<file path="src/inc/rpis_pkg.sv">
// Constants shared by the run permit and interlock select block
package rpis_pkg;

  // ----------------------------------------------------------------
  // Selector codes
  // ----------------------------------------------------------------
  localparam logic [4:0] SEL_CONST0 = 5'h00;
  localparam logic [4:0] SEL_CONST1 = 5'h01;
  localparam logic [4:0] SEL_DI_FIRST = 5'h02;
  localparam logic [4:0] SEL_DI_LAST = 5'h07;
  localparam logic [4:0] SEL_NDI_FIRST = 5'h08;
  localparam logic [4:0] SEL_NDI_LAST = 5'h0d;
  localparam logic [4:0] SEL_FBA = 5'h0e;
  localparam logic [4:0] SEL_EFB = 5'h0f;
  localparam logic [4:0] SEL_OTHER = 5'h10;

  // ----------------------------------------------------------------
  // Control word bit positions
  // ----------------------------------------------------------------
  localparam int unsigned FBA_BIT = 3;
  localparam int unsigned EFB_STD_BIT = 3;
  localparam int unsigned EFB_ALT_PERMIT_BIT = 6;
  localparam int unsigned EFB_ALT_INTLK_BIT = 18;

  // ----------------------------------------------------------------
  // Command modes, trigger types, stop methods
  // ----------------------------------------------------------------
  localparam logic [2:0] MODE_NONE = 3'h0;
  localparam logic [2:0] MODE_IN1_START = 3'h1;
  localparam logic [2:0] MODE_PULSE = 3'h4;
  localparam logic TRIG_EDGE = 1'h0;
  localparam logic TRIG_LEVEL = 1'h1;
  localparam logic [1:0] STOP_NONE = 2'h0;
  localparam logic [1:0] STOP_COAST = 2'h1;
  localparam logic [1:0] STOP_RAMP = 2'h2;

  // ----------------------------------------------------------------
  // Register offsets (byte addresses)
  // ----------------------------------------------------------------
  localparam logic [7:0] OFS_CMD_MODE = 8'h00;
  localparam logic [7:0] OFS_TRIG_TYPE = 8'h04;
  localparam logic [7:0] OFS_SRC1_SEL = 8'h08;
  localparam logic [7:0] OFS_SRC2_SEL = 8'h0c;
  localparam logic [7:0] OFS_PERMIT_SEL = 8'h10;
  localparam logic [7:0] OFS_INTLK_SEL = 8'h14;
  localparam logic [7:0] OFS_STOP_MODE = 8'h18;
  localparam logic [7:0] OFS_PROFILE = 8'h1c;
  localparam logic [7:0] OFS_OTHER_IDX = 8'h20;
  localparam logic [7:0] OFS_STATUS = 8'h24;

  // ----------------------------------------------------------------
  // Reset values
  // ----------------------------------------------------------------
  localparam logic [2:0] RST_CMD_MODE = MODE_NONE;
  localparam logic RST_TRIG_TYPE = TRIG_LEVEL;
  localparam logic [4:0] RST_SRC_SEL = SEL_CONST0;
  localparam logic [4:0] RST_PERMIT_SEL = SEL_CONST1;
  localparam logic [4:0] RST_INTLK_SEL = 5'h05;
  localparam logic [1:0] RST_STOP_MODE = STOP_NONE;
  localparam logic RST_PROFILE = 1'h0;
  localparam logic [4:0] RST_OTHER_IDX = 5'h00;

endpackage

</file>
<file path="src/inc/rpis_src_if.sv">
// Source signals shared between the top and its selectors
`timescale 1ns/1ps
`default_nettype none
interface rpis_src_if;
  logic [5:0] di_delayed;
  logic [15:0] fba_cw;
  logic [31:0] efb_cw;
  logic alt_profile;
  logic [31:0] other_status;
  modport source(output di_delayed, output fba_cw, output efb_cw,
    output alt_profile, output other_status);
  modport selector(input di_delayed, input fba_cw, input efb_cw,
    input alt_profile, input other_status);
endinterface
`default_nettype wire

</file>
<file path="src/rtl/rpis_selector.sv">
// Code-indexed single-bit source selector
`timescale 1ns/1ps
`default_nettype none
module rpis_selector #(
  parameter bit INTERLOCK = 1'b0
) (
  input wire logic [4:0] code,
  input wire logic [4:0] other_idx,
  rpis_src_if.selector src,
  output logic level
);

  // ----------------------------------------------------------------
  // Selection
  // ----------------------------------------------------------------
  logic [4:0] di_idx;
  logic [4:0] ndi_idx;

  always_comb begin
    di_idx = code - rpis_pkg::SEL_DI_FIRST;
    ndi_idx = code - rpis_pkg::SEL_NDI_FIRST;
    level = 1'b0;
    if (code == rpis_pkg::SEL_CONST0) begin
      level = 1'b0;
    end else if (code == rpis_pkg::SEL_CONST1) begin
      level = 1'b1;
    end else if (code <= rpis_pkg::SEL_DI_LAST) begin
      level = src.di_delayed[di_idx[2:0]];
    end else if (code <= rpis_pkg::SEL_NDI_LAST) begin
      level = ~src.di_delayed[ndi_idx[2:0]];
    end else if (code == rpis_pkg::SEL_FBA) begin
      level = src.fba_cw[rpis_pkg::FBA_BIT];
    end else if (code == rpis_pkg::SEL_EFB) begin
      // Alternate profile uses an inverted stop-style bit
      if (!src.alt_profile) begin
        level = src.efb_cw[rpis_pkg::EFB_STD_BIT];
      end else if (INTERLOCK) begin
        level = ~src.efb_cw[rpis_pkg::EFB_ALT_INTLK_BIT];
      end else begin
        level = ~src.efb_cw[rpis_pkg::EFB_ALT_PERMIT_BIT];
      end
    end else if (code == rpis_pkg::SEL_OTHER) begin
      level = src.other_status[other_idx];
    end
  end

endmodule
`default_nettype wire

</file>
<file path="src/rtl/rpis_top.sv">
// Run permit, start interlock and second-location command logic
//
// What this block does
// - Trigger code 1 makes start level-sensitive
// - Source one selector, default constant false
// - Source two selector, default constant false
// - Permit source 0 blocks motor running
// - Permit source 1 allows running; default code 1
// - Codes 0 and 1 give constants
// - Codes 2-7 route delayed inputs one-six
// - Codes 8-13 route inverted delayed inputs
// - Permit code 14 routes adapter bit 3
// - Permit code 15 routes embedded bit, profile-dependent
// - Any status bit selectable by index
// - Interlock source 0 inhibits starting
// - Interlock source 1 allows starting
// - Interlock selector resets to code 5
// - Pulse mode: edge starts, source two stops
// - Trigger type ignored in pulse mode
// - Interlock loss: none, coast or ramp
`timescale 1ns/1ps
`default_nettype none
module rpis_top (
  input wire logic sys_clk,
  input wire logic rst,
  input wire logic ce,
  input wire logic wb_cyc_i,
  input wire logic wb_stb_i,
  input wire logic wb_we_i,
  input wire logic [7:0] wb_adr_i,
  input wire logic [3:0] wb_sel_i,
  input wire logic [31:0] wb_dat_i,
  output logic [31:0] wb_dat_o,
  output logic wb_ack_o,
  input wire logic [5:0] di_pin,
  input wire logic [15:0] fba_control_word,
  input wire logic [31:0] efb_control_word,
  input wire logic [31:0] other_status,
  output logic run_permit,
  output logic start_interlock_one,
  output logic motor_run,
  output logic coast_stop,
  output logic ramp_stop
);

  // ----------------------------------------------------------------
  // Types and helpers
  // ----------------------------------------------------------------
  typedef enum logic [1:0] {
    ST_STOPPED,
    ST_RUNNING,
    ST_STOPPING
  } rpis_state_e;

  // Byte-lane merge for partial writes
  function automatic logic [31:0] rpis_merge(
    input logic [31:0] old,
    input logic [31:0] wdat,
    input logic [3:0] sel
  );
    logic [31:0] res;
    res = old;
    for (int b = 0; b < 4; b++) begin
      if (sel[b]) begin
        res[b*8 +: 8] = wdat[b*8 +: 8];
      end
    end
    return res;
  endfunction

  // ----------------------------------------------------------------
  // Input synchroniser
  // ----------------------------------------------------------------
  logic [5:0] di_meta;
  logic [5:0] di_sync;
  logic [5:0] next_di_meta;
  logic [5:0] next_di_sync;

  always_comb begin
    next_di_meta = di_meta;
    next_di_sync = di_sync;
    if (ce) begin
      next_di_meta = di_pin;
      next_di_sync = di_meta;
    end
  end

  always_ff @(posedge sys_clk) begin
    if (rst) begin
      di_meta <= 6'h00;
      di_sync <= 6'h00;
    end else begin
      di_meta <= next_di_meta;
      di_sync <= next_di_sync;
    end
  end

  // ----------------------------------------------------------------
  // Register file and bus slave
  // ----------------------------------------------------------------
  logic [2:0] cmd_mode;
  logic trig_type;
  logic [4:0] src1_sel;
  logic [4:0] src2_sel;
  logic [4:0] permit_sel;
  logic [4:0] intlk_sel;
  logic [1:0] stop_mode;
  logic alt_profile;
  logic [4:0] other_idx [4];
  logic [2:0] next_cmd_mode;
  logic next_trig_type;
  logic [4:0] next_src1_sel;
  logic [4:0] next_src2_sel;
  logic [4:0] next_permit_sel;
  logic [4:0] next_intlk_sel;
  logic [1:0] next_stop_mode;
  logic next_alt_profile;
  logic [4:0] next_other_idx [4];
  logic [31:0] next_wb_dat_o;
  logic next_wb_ack_o;
  logic [31:0] rd_word;
  logic [31:0] wr_word;
  logic [31:0] status_word;
  logic bus_req;
  logic src1_lvl;
  logic src2_lvl;

  assign bus_req = wb_cyc_i & wb_stb_i;

  // Status shows registered outputs plus the combinational source one and two levels
  always_comb begin
    status_word = 32'h0000_0000;
    status_word[0] = run_permit;
    status_word[1] = start_interlock_one;
    status_word[2] = motor_run;
    status_word[3] = coast_stop;
    status_word[4] = ramp_stop;
    status_word[5] = src1_lvl;
    status_word[6] = src2_lvl;
    status_word[13:8] = di_sync;
  end

  always_comb begin
    rd_word = 32'h0000_0000;
    case (wb_adr_i)
      rpis_pkg::OFS_CMD_MODE: rd_word[2:0] = cmd_mode;
      rpis_pkg::OFS_TRIG_TYPE: rd_word[0] = trig_type;
      rpis_pkg::OFS_SRC1_SEL: rd_word[4:0] = src1_sel;
      rpis_pkg::OFS_SRC2_SEL: rd_word[4:0] = src2_sel;
      rpis_pkg::OFS_PERMIT_SEL: rd_word[4:0] = permit_sel;
      rpis_pkg::OFS_INTLK_SEL: rd_word[4:0] = intlk_sel;
      rpis_pkg::OFS_STOP_MODE: rd_word[1:0] = stop_mode;
      rpis_pkg::OFS_PROFILE: rd_word[0] = alt_profile;
      rpis_pkg::OFS_OTHER_IDX: begin
        for (int i = 0; i < 4; i++) begin
          rd_word[i*8 +: 5] = other_idx[i];
        end
      end
      rpis_pkg::OFS_STATUS: rd_word = status_word;
      default: rd_word = 32'h0000_0000;
    endcase
  end

  always_comb begin
    next_cmd_mode = cmd_mode;
    next_trig_type = trig_type;
    next_src1_sel = src1_sel;
    next_src2_sel = src2_sel;
    next_permit_sel = permit_sel;
    next_intlk_sel = intlk_sel;
    next_stop_mode = stop_mode;
    next_alt_profile = alt_profile;
    next_other_idx = other_idx;
    next_wb_dat_o = wb_dat_o;
    next_wb_ack_o = wb_ack_o;
    wr_word = rpis_merge(rd_word, wb_dat_i, wb_sel_i);
    if (ce) begin
      // Ack lasts one cycle; write lands on the edge that ends the ack cycle
      next_wb_ack_o = bus_req & ~wb_ack_o;
      if (bus_req & ~wb_ack_o) begin
        next_wb_dat_o = wb_we_i ? 32'h0000_0000 : rd_word;
      end
      if (bus_req & wb_ack_o & wb_we_i) begin
        case (wb_adr_i)
          rpis_pkg::OFS_CMD_MODE: next_cmd_mode = wr_word[2:0];
          rpis_pkg::OFS_TRIG_TYPE: next_trig_type = wr_word[0];
          rpis_pkg::OFS_SRC1_SEL: next_src1_sel = wr_word[4:0];
          rpis_pkg::OFS_SRC2_SEL: next_src2_sel = wr_word[4:0];
          rpis_pkg::OFS_PERMIT_SEL: next_permit_sel = wr_word[4:0];
          rpis_pkg::OFS_INTLK_SEL: next_intlk_sel = wr_word[4:0];
          rpis_pkg::OFS_STOP_MODE: next_stop_mode = wr_word[1:0];
          rpis_pkg::OFS_PROFILE: next_alt_profile = wr_word[0];
          rpis_pkg::OFS_OTHER_IDX: begin
            for (int i = 0; i < 4; i++) begin
              next_other_idx[i] = wr_word[i*8 +: 5];
            end
          end
          default: next_cmd_mode = cmd_mode;
        endcase
      end
    end
  end

  always_ff @(posedge sys_clk) begin
    if (rst) begin
      cmd_mode <= rpis_pkg::RST_CMD_MODE;
      trig_type <= rpis_pkg::RST_TRIG_TYPE;
      src1_sel <= rpis_pkg::RST_SRC_SEL;
      src2_sel <= rpis_pkg::RST_SRC_SEL;
      permit_sel <= rpis_pkg::RST_PERMIT_SEL;
      intlk_sel <= rpis_pkg::RST_INTLK_SEL;
      stop_mode <= rpis_pkg::RST_STOP_MODE;
      alt_profile <= rpis_pkg::RST_PROFILE;
      for (int i = 0; i < 4; i++) begin
        other_idx[i] <= rpis_pkg::RST_OTHER_IDX;
      end
      wb_dat_o <= 32'h0000_0000;
      wb_ack_o <= 1'b0;
    end else begin
      cmd_mode <= next_cmd_mode;
      trig_type <= next_trig_type;
      src1_sel <= next_src1_sel;
      src2_sel <= next_src2_sel;
      permit_sel <= next_permit_sel;
      intlk_sel <= next_intlk_sel;
      stop_mode <= next_stop_mode;
      alt_profile <= next_alt_profile;
      other_idx <= next_other_idx;
      wb_dat_o <= next_wb_dat_o;
      wb_ack_o <= next_wb_ack_o;
    end
  end

  // ----------------------------------------------------------------
  // Source selectors
  // ----------------------------------------------------------------
  rpis_src_if src_bus();
  logic permit_lvl;
  logic intlk_lvl;

  assign src_bus.di_delayed = di_sync;
  assign src_bus.fba_cw = fba_control_word;
  assign src_bus.efb_cw = efb_control_word;
  assign src_bus.alt_profile = alt_profile;
  assign src_bus.other_status = other_status;

  // Combinational selectors feed one register stage
  rpis_selector #(.INTERLOCK(1'b0)) u_sel_src1 (
    .code(src1_sel),
    .other_idx(other_idx[0]),
    .src(src_bus),
    .level(src1_lvl)
  );

  rpis_selector #(.INTERLOCK(1'b0)) u_sel_src2 (
    .code(src2_sel),
    .other_idx(other_idx[1]),
    .src(src_bus),
    .level(src2_lvl)
  );

  rpis_selector #(.INTERLOCK(1'b0)) u_sel_permit (
    .code(permit_sel),
    .other_idx(other_idx[2]),
    .src(src_bus),
    .level(permit_lvl)
  );

  rpis_selector #(.INTERLOCK(1'b1)) u_sel_intlk (
    .code(intlk_sel),
    .other_idx(other_idx[3]),
    .src(src_bus),
    .level(intlk_lvl)
  );

  // ----------------------------------------------------------------
  // Start and stop control
  // ----------------------------------------------------------------
  rpis_state_e state;
  rpis_state_e next_state;
  logic src1_prev;
  logic next_src1_prev;
  logic [1:0] stop_kind;
  logic [1:0] next_stop_kind;
  logic next_run_permit;
  logic next_start_interlock_one;
  logic next_motor_run;
  logic next_coast_stop;
  logic next_ramp_stop;
  logic start_req;
  logic keep_req;

  always_comb begin
    start_req = 1'b0;
    keep_req = 1'b0;
    case (cmd_mode)
      rpis_pkg::MODE_IN1_START: begin
        keep_req = src1_lvl;
        if (trig_type == rpis_pkg::TRIG_LEVEL) begin
          start_req = src1_lvl;
        end else begin
          start_req = src1_lvl & ~src1_prev;
        end
      end
      rpis_pkg::MODE_PULSE: begin
        // Trigger type plays no part here
        start_req = src1_lvl & ~src1_prev & src2_lvl;
        keep_req = src2_lvl;
      end
      default: begin
        start_req = 1'b0;
        keep_req = 1'b0;
      end
    endcase
  end

  always_comb begin
    next_state = state;
    next_stop_kind = stop_kind;
    next_src1_prev = src1_prev;
    next_run_permit = run_permit;
    next_start_interlock_one = start_interlock_one;
    next_motor_run = motor_run;
    next_coast_stop = coast_stop;
    next_ramp_stop = ramp_stop;
    if (ce) begin
      next_src1_prev = src1_lvl;
      unique case (state)
        ST_STOPPED: begin
          if (start_req & intlk_lvl) begin
            next_state = ST_RUNNING;
          end
        end
        ST_RUNNING: begin
          if (!keep_req) begin
            next_state = ST_STOPPED;
          end else if (!intlk_lvl && stop_mode != rpis_pkg::STOP_NONE) begin
            next_state = ST_STOPPING;
            next_stop_kind = stop_mode;
          end
        end
        ST_STOPPING: begin
          // Command must be withdrawn before a restart is possible
          if (!keep_req) begin
            next_state = ST_STOPPED;
          end
        end
      endcase
      next_run_permit = permit_lvl;
      next_start_interlock_one = intlk_lvl;
      next_motor_run = (next_state == ST_RUNNING) & permit_lvl;
      next_coast_stop = (next_state == ST_STOPPING) &
        (next_stop_kind == rpis_pkg::STOP_COAST);
      next_ramp_stop = (next_state == ST_STOPPING) &
        (next_stop_kind == rpis_pkg::STOP_RAMP);
    end
  end

  always_ff @(posedge sys_clk) begin
    if (rst) begin
      state <= ST_STOPPED;
      stop_kind <= rpis_pkg::STOP_NONE;
      src1_prev <= 1'b0;
      run_permit <= 1'b0;
      start_interlock_one <= 1'b0;
      motor_run <= 1'b0;
      coast_stop <= 1'b0;
      ramp_stop <= 1'b0;
    end else begin
      state <= next_state;
      stop_kind <= next_stop_kind;
      src1_prev <= next_src1_prev;
      run_permit <= next_run_permit;
      start_interlock_one <= next_start_interlock_one;
      motor_run <= next_motor_run;
      coast_stop <= next_coast_stop;
      ramp_stop <= next_ramp_stop;
    end
  end

endmodule
`default_nettype wire

</file>
<file path="config.mk">
export PLATFORM = sky130hd
export DESIGN_NAME = rpis_top
export DESIGN_NICKNAME = d
export VERILOG_FILES = /design/src/inc/rpis_pkg.sv /design/src/inc/rpis_src_if.sv /design/src/rtl/rpis_selector.sv /design/src/rtl/rpis_top.sv
export SDC_FILE = /design/constraint.sdc
export NUM_CORES = 1
export LEC_CHECK = 0
export ABC_AREA = 0
export BUFFER_PORTS_ARGS = -buffer_cell sky130_fd_sc_hd__buf_2
export CORE_MARGIN = 1
export CORE_UTILIZATION = 54
export CTS_CLUSTER_SIZE = 25
export DETAILED_ROUTE_END_ITERATION = 8
export PLACE_DENSITY = 0.82
export SYNTH_ARGS = -nofsm -noshare
export SYNTH_HDL_FRONTEND = slang
export SYNTH_SLANG_ARGS = --single-unit
</file>
<file path="constraint.sdc">
create_clock -name sys_clk -period 3.1 [get_ports sys_clk]
set_clock_uncertainty 0.2 [all_clocks]
set_input_delay 0.31 -clock sys_clk [delete_from_list [all_inputs] [get_ports sys_clk]]
set_output_delay 0.31 -clock sys_clk [all_outputs]
set_load 0.05 [all_outputs]
</file>
==> impl_metrics.csv, run 1 <==
group,metric,value,unit
layout,multi_input_area,0.004192,mm²
sta,fin_setup_tns,0,ps
sta,max_freq,334.2,MHz
flow_run,cap_violations,0,
hold_path,worstHoldStart,"di_pin[5]",
power_and_ir_drop,vdd_drop_max,284.8,µV
sta,hold_viol_final,0,
synthesis,syn_avg_cell_area,8.668,µm²
clocking,htreeDepth,3,
sta,slew_viol_final,0,
layout,drive_gt1_share,26.83,%
global_routing,grt_pass1_vias,5698,
die,io_pins,174,
layout,final_cell_area,0.007420,mm²
power_and_ir_drop,total_power,2.593,mW
route,wl_per_cell,18.64,µm
die,die_w,111.3,µm
hold_path,min_path_type,"in2reg",
global_routing,gr-total-overflow,0,
die,dieArea,0.01238,mm²
synthesis,synth-edff-count,0,
global_routing,grt_max_degree,55,
layout,final_nets,987,
synthesis,ys_types,85,
sta,layout_setup_ws,107.6,ps
hold_path,holdPathStages,3,
synthesis,ys.flop_type,"dfxtp_1",
synthesis,seq_area_frac_synth,28.87,%
clocking,clkTransAtPathRegs,70,ps
synthesis,yosys-top-cells-area,"dfxtp_1 29%, mux2i_1 9.6%, mux4_2 9.4%, nor2_1 6.5%, a21oi_1 5.0%",
route,num_vias,6203,
power_and_ir_drop,power_leakage,2.942,nW
route,wl,18440,µm
clocking,cts_root_buf,"clkbuf_16",
critical_path,crit_required,3150,ps
clocking,cts.sinks,93,
sta,setup_viol,0,
sta,worstMarginPinSlew,1001,ps
run_status,violations,"DRC",
die,row_count,39,
layout,area.sequential,0.001869,mm²
die,die_h,111.3,µm
placement,place_area,0.007091,mm²
sta,hold_slack,6.807,ps
run_status,status,"finished with violations",
clocking,hold_buffers,0,
synthesis,synthCells,744,
critical_path,reg2reg_depth,11,
die,initial_core_util,56.00,%
global_routing,grt_antenna_before_repair,0,
placement,pre_cts_ws,169.9,ps
layout,num_antenna_cells,0,
placement,gp_congestion,0.8893,
global_routing,grt_usage,29.57,%
synthesis,ys_seq_elements,93,
route,ant_nets,0,
power_and_ir_drop,powerDensity,349.5,mW/mm²
synthesis,ys_warn_count,0,
clocking,clk-insertion-delay-late,340,ps
critical_path,r2r-end,"motor_run",
hold_path,min_delay_worst_endpoint,"di_meta[5]",
clocking,cts_tree,"built",
critical_path,crit_arrival,3040,ps
critical_path,path_class,"reg2reg",
die,core,0.01152,mm²
global_routing,grt_first_pass_wirelength,29270,µm
sta,max_slew_margin,33.30,%
critical_path,path_max_fanout,5,
synthesis,synth_top_area_share,28.87,%
sta,layout_min_cycle_time,2992,ps
critical_path,reg2reg_setup_slack,110,ps
critical_path,cp-start-kind,"flip-flop",
placement,hpwl,13640,µm
clocking,cts_buffers,9,
route,drt_iter0_markers,596,
critical_path,cpPeakStageDelay,380,ps
route,drcViolationCount,14,
sta,finalCritPeriodShare,96.53,%
placement,port_buffers,108,
critical_path,crit-reg2reg-launch,"src2_sel[1]",
critical_path,end_kind,"flip-flop",
synthesis,syn_area,0.006449,mm²
clocking,clockBufferDepth,2,
route,dr.pass1.iters,8,
layout,area_delta_synth_final,15.06,%
critical_path,path_cells,"inv_1 -> ha_1 -> mux4_2 -> nand2_1 -> a21oi_1 -> o32ai_2 -> nor2_1 -> or2_4 -> o221a_1 -> or2_1 -> o41ai_2",
synthesis,async_reset_ff_share,0,%
layout,nFillCells,960,
synthesis,yosys.area.top_type,"dfxtp_1",
route,viasPerCell,6.272,
critical_path,critical_path.slowest_cell,"o32ai_2",
[power by group]
group	switching, mW	total (mW)	internal, mW
Combinational	0.161	0.275	0.113
Sequential	0.0130	1.22	1.20
Clock	0.530	1.10	0.573
Total	0.704	2.59	1.89
[timing repair]
item | in CTS | in global routing
buffers inserted | 0 | 1
setup endpoints to repair | 0 | 4
hold endpoints to repair | 0 | 0
resized for setup | 0 | 6
[stage by stage]
step	utilization [%]	std cells
final	64.43	989
after global routing	64.43	989
after CTS	64.23	988
after detailed placement	61.57	972
after global placement	61.57	972
after floorplan	-	752
[cell usage after synthesis (all sizes together), types with 4 or more instances]
library cell  number
o31ai              4
a211oi             7
nor3b              4
nor3               4
buf               27
and3              17
nand2             56
nor2b             15
nand3             28
a22oi             37
inv               16
and2              10
ha                10
nand2b             7
or3                7
nor4               4
nor2             113
or2                5
o21ai             10
mux2i             62
and2b              4
mux2               9
a31oi             11
a21oi             64
clkbuf            36
dfxtp             93
mux4              30
[layout make-up]
| class | count | area share (%) |
|---|---|---|
| inverters | 16 | 0.8094 |
| well taps | 143 | 2.411 |
| clock inverters | 7 | 1.096 |
| flip-flops and latches | 93 | 25.19 |
| repair buffers | 141 | 10.96 |
| multi-input cells | 580 | 56.49 |
| clock buffers | 9 | 3.035 |
[sequential cells by signal, indices dropped and copies added (netlist names), 2 cells and up]
signal and cells:
wb_dat_o 23, other_idx 20, di_meta 6, di_sync 6, intlk_sel 5, permit_sel 5
src1_sel 5, src2_sel 5, cmd_mode 3, state 2, stop_kind 2, stop_mode 2
[worst max-delay path by stage]
stage               slack [ps]          from  cells past startpoint    endpoint
global placement           210   src2_sel[0]                      9   motor_run
global route                -7   src2_sel[1]                     11   motor_run
floorplan                  360   src2_sel[1]                     12   motor_run
finish                     110   src2_sel[1]                     11   motor_run
detailed placement         170  other_idx[0]                      9  coast_stop
CTS                        140  other_idx[0]                      9  coast_stop
[critical path: cells and delay by family (launching register included)]
| kind | cells | cell delay, ps |
|---|---|---|
| flip-flops | 1 | 370 |
| adder cells (fa/ha/maj) | 1 | 310 |
| AND/OR/NAND/NOR | 4 | 730 |
| buffers and inverters | 1 | 60 |
| AO/OA/AOI/OAI | 4 | 950 |
| multiplexers | 1 | 290 |
[placed cells by master, fill, tap and decap left out, types with 13 or more instances in the layout]
| cell type | count |
|---|---|
| nand3_1 | 28 |
| dfxtp_1 | 89 |
| inv_1 | 16 |
| nor2b_1 | 13 |
| a22oi_1 | 36 |
| and3_1 | 15 |
| nand2_1 | 56 |
| nor2_1 | 112 |
| a21oi_1 | 64 |
| mux4_2 | 27 |
| buf_4 | 31 |
| buf_2 | 108 |
| mux2i_1 | 62 |
[routing by layer]
layer	up-vias	share of wire (%)	global-route usage, %
met2	326	49	50.71
met1	2925	40	37.53
met4	0	3.0	10.81
met3	43	8.3	4.538
li1	2909	-	-
met5	-	0	0
[cells by family after synthesis]
| family | count (synthesis) | share of synthesized area (%) |
|---|---|---|
| and+or+nand+nor | 285 | 21.46 |
| AOI/OAI and AO/OA | 173 | 18.67 |
| muxes | 101 | 22.02 |
| DFF | 93 | 28.87 |
| buffers and inverters | 79 | 6.713 |
| adders and majority gates | 10 | 1.940 |
| xor gates and xnor gates | 2 | 0.2717 |
| other | 1 | 0.05815 |
No activity file was read; power rests on OpenSTA's default activity.
==> run 2, diff against run 1 <==
Settings changed: CORE_MARGIN 1 to 3, CORE_UTILIZATION 54 to 55, CTS_BUF_LIST set to sky130_fd_sc_hd__clkbuf_8, PLACE_DENSITY 0.82 to 0.83.
==> impl_metrics.csv, run 2 (synthesis results as in run 1) <==
group,metric,value,unit
run_status,status,"complete, no violations",
flow_run,cap_violations,0,
placement,place_area,0.007099,mm²
critical_path,path_class,"reg2reg",
power_and_ir_drop,powerDensity,306.0,mW/mm²
clocking,cts_tree,"built",
sta,fin_setup_tns,0,ps
critical_path,cp-start-kind,"flip-flop",
route,drt_iter0_markers,565,
power_and_ir_drop,power.internal,1.630,mW
route,num_vias,6275,
sta,setup_viol,0,
global_routing,grt_first_pass_wirelength,29810,µm
layout,top_register,"wb_dat_o",
power_and_ir_drop,swShare,28.25,%
global_routing,grt_usage,28.38,%
power_and_ir_drop,total_power,2.272,mW
global_routing,grt_pass1_vias,6059,
critical_path,cpPeakStageDelay,430,ps
critical_path,critical_path.slowest_cell,"o32ai_2",
global_routing,use_met1,34.70,%
die,die_h,114.3,µm
die,row_count,38,
layout,largest_reg_flops,23,
critical_path,path_max_fanout,4,
layout,instances_no_fill,1002,
route,drcViolationCount,0,
layout,reg.largest.list,"wb_dat_o (23), other_idx (20)",
clocking,cts_buffers,9,
sta,worstMarginPinSlew,699.1,ps
layout,num_antenna_cells,0,
global_routing,grt.busiest_layer,"met2",
placement,dp.cells,974,
clocking,cts_root_buf,"clkbuf_8",
sta,finalCritPeriodShare,96.61,%
power_and_ir_drop,combPwrFrac,12.8,%
critical_path,crit_arrival,3070,ps
power_and_ir_drop,clkPwrFrac,33.8,%
clocking,cts.sinks,93,
clocking,clk-insertion-delay-late,370,ps
sta,max_slew_margin,52.06,%
clocking,htreeDepth,3,
critical_path,end_kind,"flip-flop",
die,io_pins,174,
power_and_ir_drop,vdd_drop_max,244.3,µV
layout,layout.cells.most_common_list,"111 x nor2_1, 108 x buf_2, 88 x dfxtp_1",
route,ant_nets,0,
power_and_ir_drop,switching_power,0.6420,mW
global_routing,use_met2,49.53,%
placement,gp_congestion,0.9806,
critical_path,cp_num_buf_inv,1,
power_and_ir_drop,seq_power_share,53.4,%
layout,utilization,66.75,%
layout,area_delta_synth_final,15.15,%
route,wl_per_cell,18.77,µm
critical_path,critPathTopFamily,"compound AO/OA/AOI/OAI gates",
layout,final_nets,1003,
die,dieArea,0.01306,mm²
route,dr.pass1.iters,6,
global_routing,grt_antenna_before_repair,0,
critical_path,path_cells,"inv_1 -> ha_1 -> mux4_2 -> nand2_1 -> a21oi_1 -> o32ai_2 -> nor2_2 -> or2_4 -> o221a_1 -> or2_1 -> o41ai_2",
sta,layout_min_cycle_time,2995,ps
die,initial_core_util,57.96,%
global_routing,use_met3,4.334,%
layout,final_cell_area,0.007426,mm²
placement,hpwl,14350,µm
clocking,clkTransAtPathRegs,100,ps
die,core,0.01113,mm²
hold_path,min_path_type,"in2reg",
layout,drive_gt1_share,27.15,%
sta,slew_viol_final,0,
layout,final_common_cell,"nor2_1",
critical_path,crit_required,3180,ps
route,viasPerCell,6.262,
sta,hold_viol_final,0,
power_and_ir_drop,power_leakage,2.945,nW
placement,port_buffers,108,
clocking,clockBufferDepth,2,
die,die_w,114.3,µm
global_routing,gr-total-overflow,0,
sta,max_freq,333.9,MHz
route,wl,18810,µm
global_routing,grt_max_degree,38,
[run 2: cell types whose count changed in the layout (fill, tap and decap cells not counted), sizes merged]
cell,change
dlygate4sd3,+12
inv,+2
clkinvlp,+1
buf,+4
clkinv,-3
[run 2: metrics by stage]
stage | worst slack, ps | hold WS, ps
global route | -19.27 | 2.148
floorplan | 360.3 | 254.1
CTS | 100.0 | 1.401
global placement | 198.5 | 240.4
finish | 105.2 | 15.89
detailed placement | 128.5 | 249.2
[run 2: repair_timing]
action,in CTS,in global routing
buffers inserted,0,0
hold buffers,12,0
endpoints found under the setup margin,0,4
resized for setup,0,9
endpoints found under the hold margin,12,0
[run 2: cell type report]
| class | count | area [µm²] |
|---|---|---|
| fill | 885 | 3700 |
| tap | 140 | 175.2 |
| sequential | 93 | 1868 |
| timing repair buffer | 157 | 938.4 |
| multi-input combinational | 580 | 4205 |
| clock buffer | 9 | 123.9 |
| inverter | 16 | 60.06 |
| clock inverter | 7 | 55.05 |
[run 2: per-layer routing]
layer / wire length [µm] / vias to the layer above
li1: - / 2949
met1: 7118 / 2946
met2: 9459 / 336
met3: 1591 / 44
met4: 641 / 0
met5: 0 / -
[run 2: worst min-delay path: cells and delay by family]
| family | cells | cell delay (ps) |
|---|---|---|
| AOI/OAI and AO/OA | 1 | 60 |
| buffers and inverters | 1 | 100 |
| and+or+nand+nor | 1 | 80 |
[run 2: path summary, 6_finish.rpt]
kind                 from           end  slack [ps]  cells after the start
max           src2_sel[1]     motor_run         110                     11
min          wb_dat_i[28]  other_idx[4]          20                      3
max reg2reg   src2_sel[1]     motor_run         110                     11
min reg2reg   wb_dat_o[8]   wb_dat_o[8]         260                      2
[run 2: power by group through the flow]
stage / logic (mW) / registers (mW) / clock network (mW)
global placement: 0.261 / 1.24 / 0
finish: 0.290 / 1.21 / 0.769
floorplan: 0.160 / 1.24 / 0
detailed placement: 0.270 / 1.24 / 0
global route: 0.310 / 1.21 / 0.822
CTS: 0.282 / 1.21 / 0.771
==> run 3, diff against run 2 <==
Settings changed: SETUP_SLACK_MARGIN set to 0.3.
==> impl_metrics.csv, run 3 (synthesis results as in run 1) <==
group,metric,value,unit
global_routing,grt_antenna_before_repair,0,
layout,final_nets,1014,
critical_path,end_kind,"flip-flop",
critical_path,path_max_fanout,5,
sta,layout_min_cycle_time,2910,ps
layout,layout.cells.most_common_list,"111 x nor2_1, 108 x buf_2, 78 x dfxtp_1",
layout,final_common_cell,"nor2_1",
layout,area_delta_synth_final,19.32,%
layout,largest_reg_flops,23,
global_routing,grt_first_pass_wirelength,30150,µm
run_status,status,"complete, no violations",
sta,hold_viol_final,0,
layout,final_cell_area,0.007695,mm²
critical_path,path_cells,"mux2_4 -> a222oi_1 -> mux2i_1 -> a22oi_2 -> o211a_4 -> nor2_4 -> o221a_4 -> or2_1 -> o41ai_2",
power_and_ir_drop,power_leakage,3.035,nW
route,wl_per_cell,19.03,µm
clocking,cts_root_buf,"clkbuf_8",
critical_path,crit_required,3180,ps
global_routing,gr-total-overflow,0,
placement,pre_cts_ws,128.5,ps
route,drt_iter0_markers,555,
power_and_ir_drop,total_power,2.273,mW
die,die_w,114.3,µm
route,dr.pass1.iters,6,
sta,hold_slack,12.87,ps
sta,slew_viol_final,0,
placement,port_buffers,108,
critical_path,path_class,"reg2reg",
clocking,clockBufferDepth,2,
die,row_count,38,
global_routing,grt_usage,28.89,%
sta,max_freq,343.7,MHz
layout,instances_no_fill,1013,
sta,layout_setup_ws,190.2,ps
critical_path,cpPeakStageDelay,430,ps
placement,place_area,0.007099,mm²
sta,finalCritPeriodShare,93.87,%
die,die_h,114.3,µm
die,core,0.01113,mm²
hold_path,min_path_type,"in2reg",
route,ant_nets,0,
clocking,cts_buffers,9,
layout,utilization,69.16,%
clocking,clk-insertion-delay-late,370,ps
critical_path,critical_path.slowest_cell,"a222oi_1",
power_and_ir_drop,vdd_drop_max,249.0,µV
route,drcViolationCount,0,
sta,fin_setup_tns,0,ps
placement,gp_congestion,0.9806,
route,wl,19280,µm
power_and_ir_drop,powerDensity,295.4,mW/mm²
sta,setup_viol,0,
sta,max_slew_margin,51.40,%
clocking,cts.sinks,93,
critical_path,crit_arrival,2990,ps
layout,num_antenna_cells,0,
die,initial_core_util,57.96,%
global_routing,grt_max_degree,38,
critical_path,cp-start-kind,"flip-flop",
sta,worstMarginPinSlew,708.7,ps
layout,top_register,"wb_dat_o",
placement,hpwl,14350,µm
flow_run,cap_violations,0,
die,io_pins,174,
layout,drive_gt1_share,30.81,%
route,num_vias,6417,
die,dieArea,0.01306,mm²
sta,rsz0062_at_grt,"yes",
layout,nFillCells,839,
clocking,cts_tree,"built",
placement,dp.cells,974,
global_routing,grt_pass1_vias,6151,
route,viasPerCell,6.335,
clocking,htreeDepth,3,
layout,reg.largest.list,"wb_dat_o (23), other_idx (20)",
clocking,clkTransAtPathRegs,100,ps
-- run 3: cell types whose count changed in the layout (fill, tap and decap cells not counted), moves of 3 or more --
cell     before  now
ha_4          0    3
dfxtp_1      88   78
dfxtp_4       0    8
ha_1          9    6
buf_4        37   42
buf_6         0    3
-- run 3: layer usage --
metal / up-vias / track usage, % / part of all wire [%]
met1: 3018 / 34.69 / 38
met3: 73 / 5.550 / 8.3
met5: - / 0 / 0
met2: 350 / 49.10 / 49
li1: 2976 / - / -
met4: 0 / 14.96 / 5.0
-- run 3: final cells by class --
type | instances | area, µm² | share of cell area, %
clock buffer | 9 | 123.9 | 1.610
clock inverter | 7 | 55.05 | 0.7154
inverter | 16 | 60.06 | 0.7805
multi-input combinational | 580 | 4335 | 56.34
sequential | 93 | 1901 | 24.70
tap | 140 | 175.2 | 2.276
timing repair buffer | 168 | 1045 | 13.58
-- run 3: final timing paths --
kind,end,slack [ps],start,depth (start not counted)
max,motor_run,190,intlk_sel[2],9
min,other_idx[9],10,wb_dat_i[20],3
max reg2reg,motor_run,190,intlk_sel[2],9
min reg2reg,wb_dat_o[8],260,wb_dat_o[8],2
-- run 3: where the power goes --
part           switching [mW]  internal [mW]  leakage, nW  total (mW)
Combinational           0.169          0.127         2.18       0.295
Clock                   0.468          0.303       0.0923       0.771
Sequential             0.0101           1.20        0.759        1.21
Total                   0.647           1.63         3.04        2.27
-- run 3: repair_timing --
item | CTS | global route
hold buffers | 13 | 1
resized for setup | 19 | 36
buffers inserted | 3 | 6
endpoints found under the hold margin | 13 | 1
pin swaps | 11 | 18
setup endpoints to repair | 7 | 7
-- run 3: critical path, delay by kind of cell, from the launching register on --
family | cells | cell delay, ps
and+or+nand+nor | 2 | 280
AOI/OAI and AO/OA | 5 | 1490
muxes | 2 | 460
DFF | 1 | 390
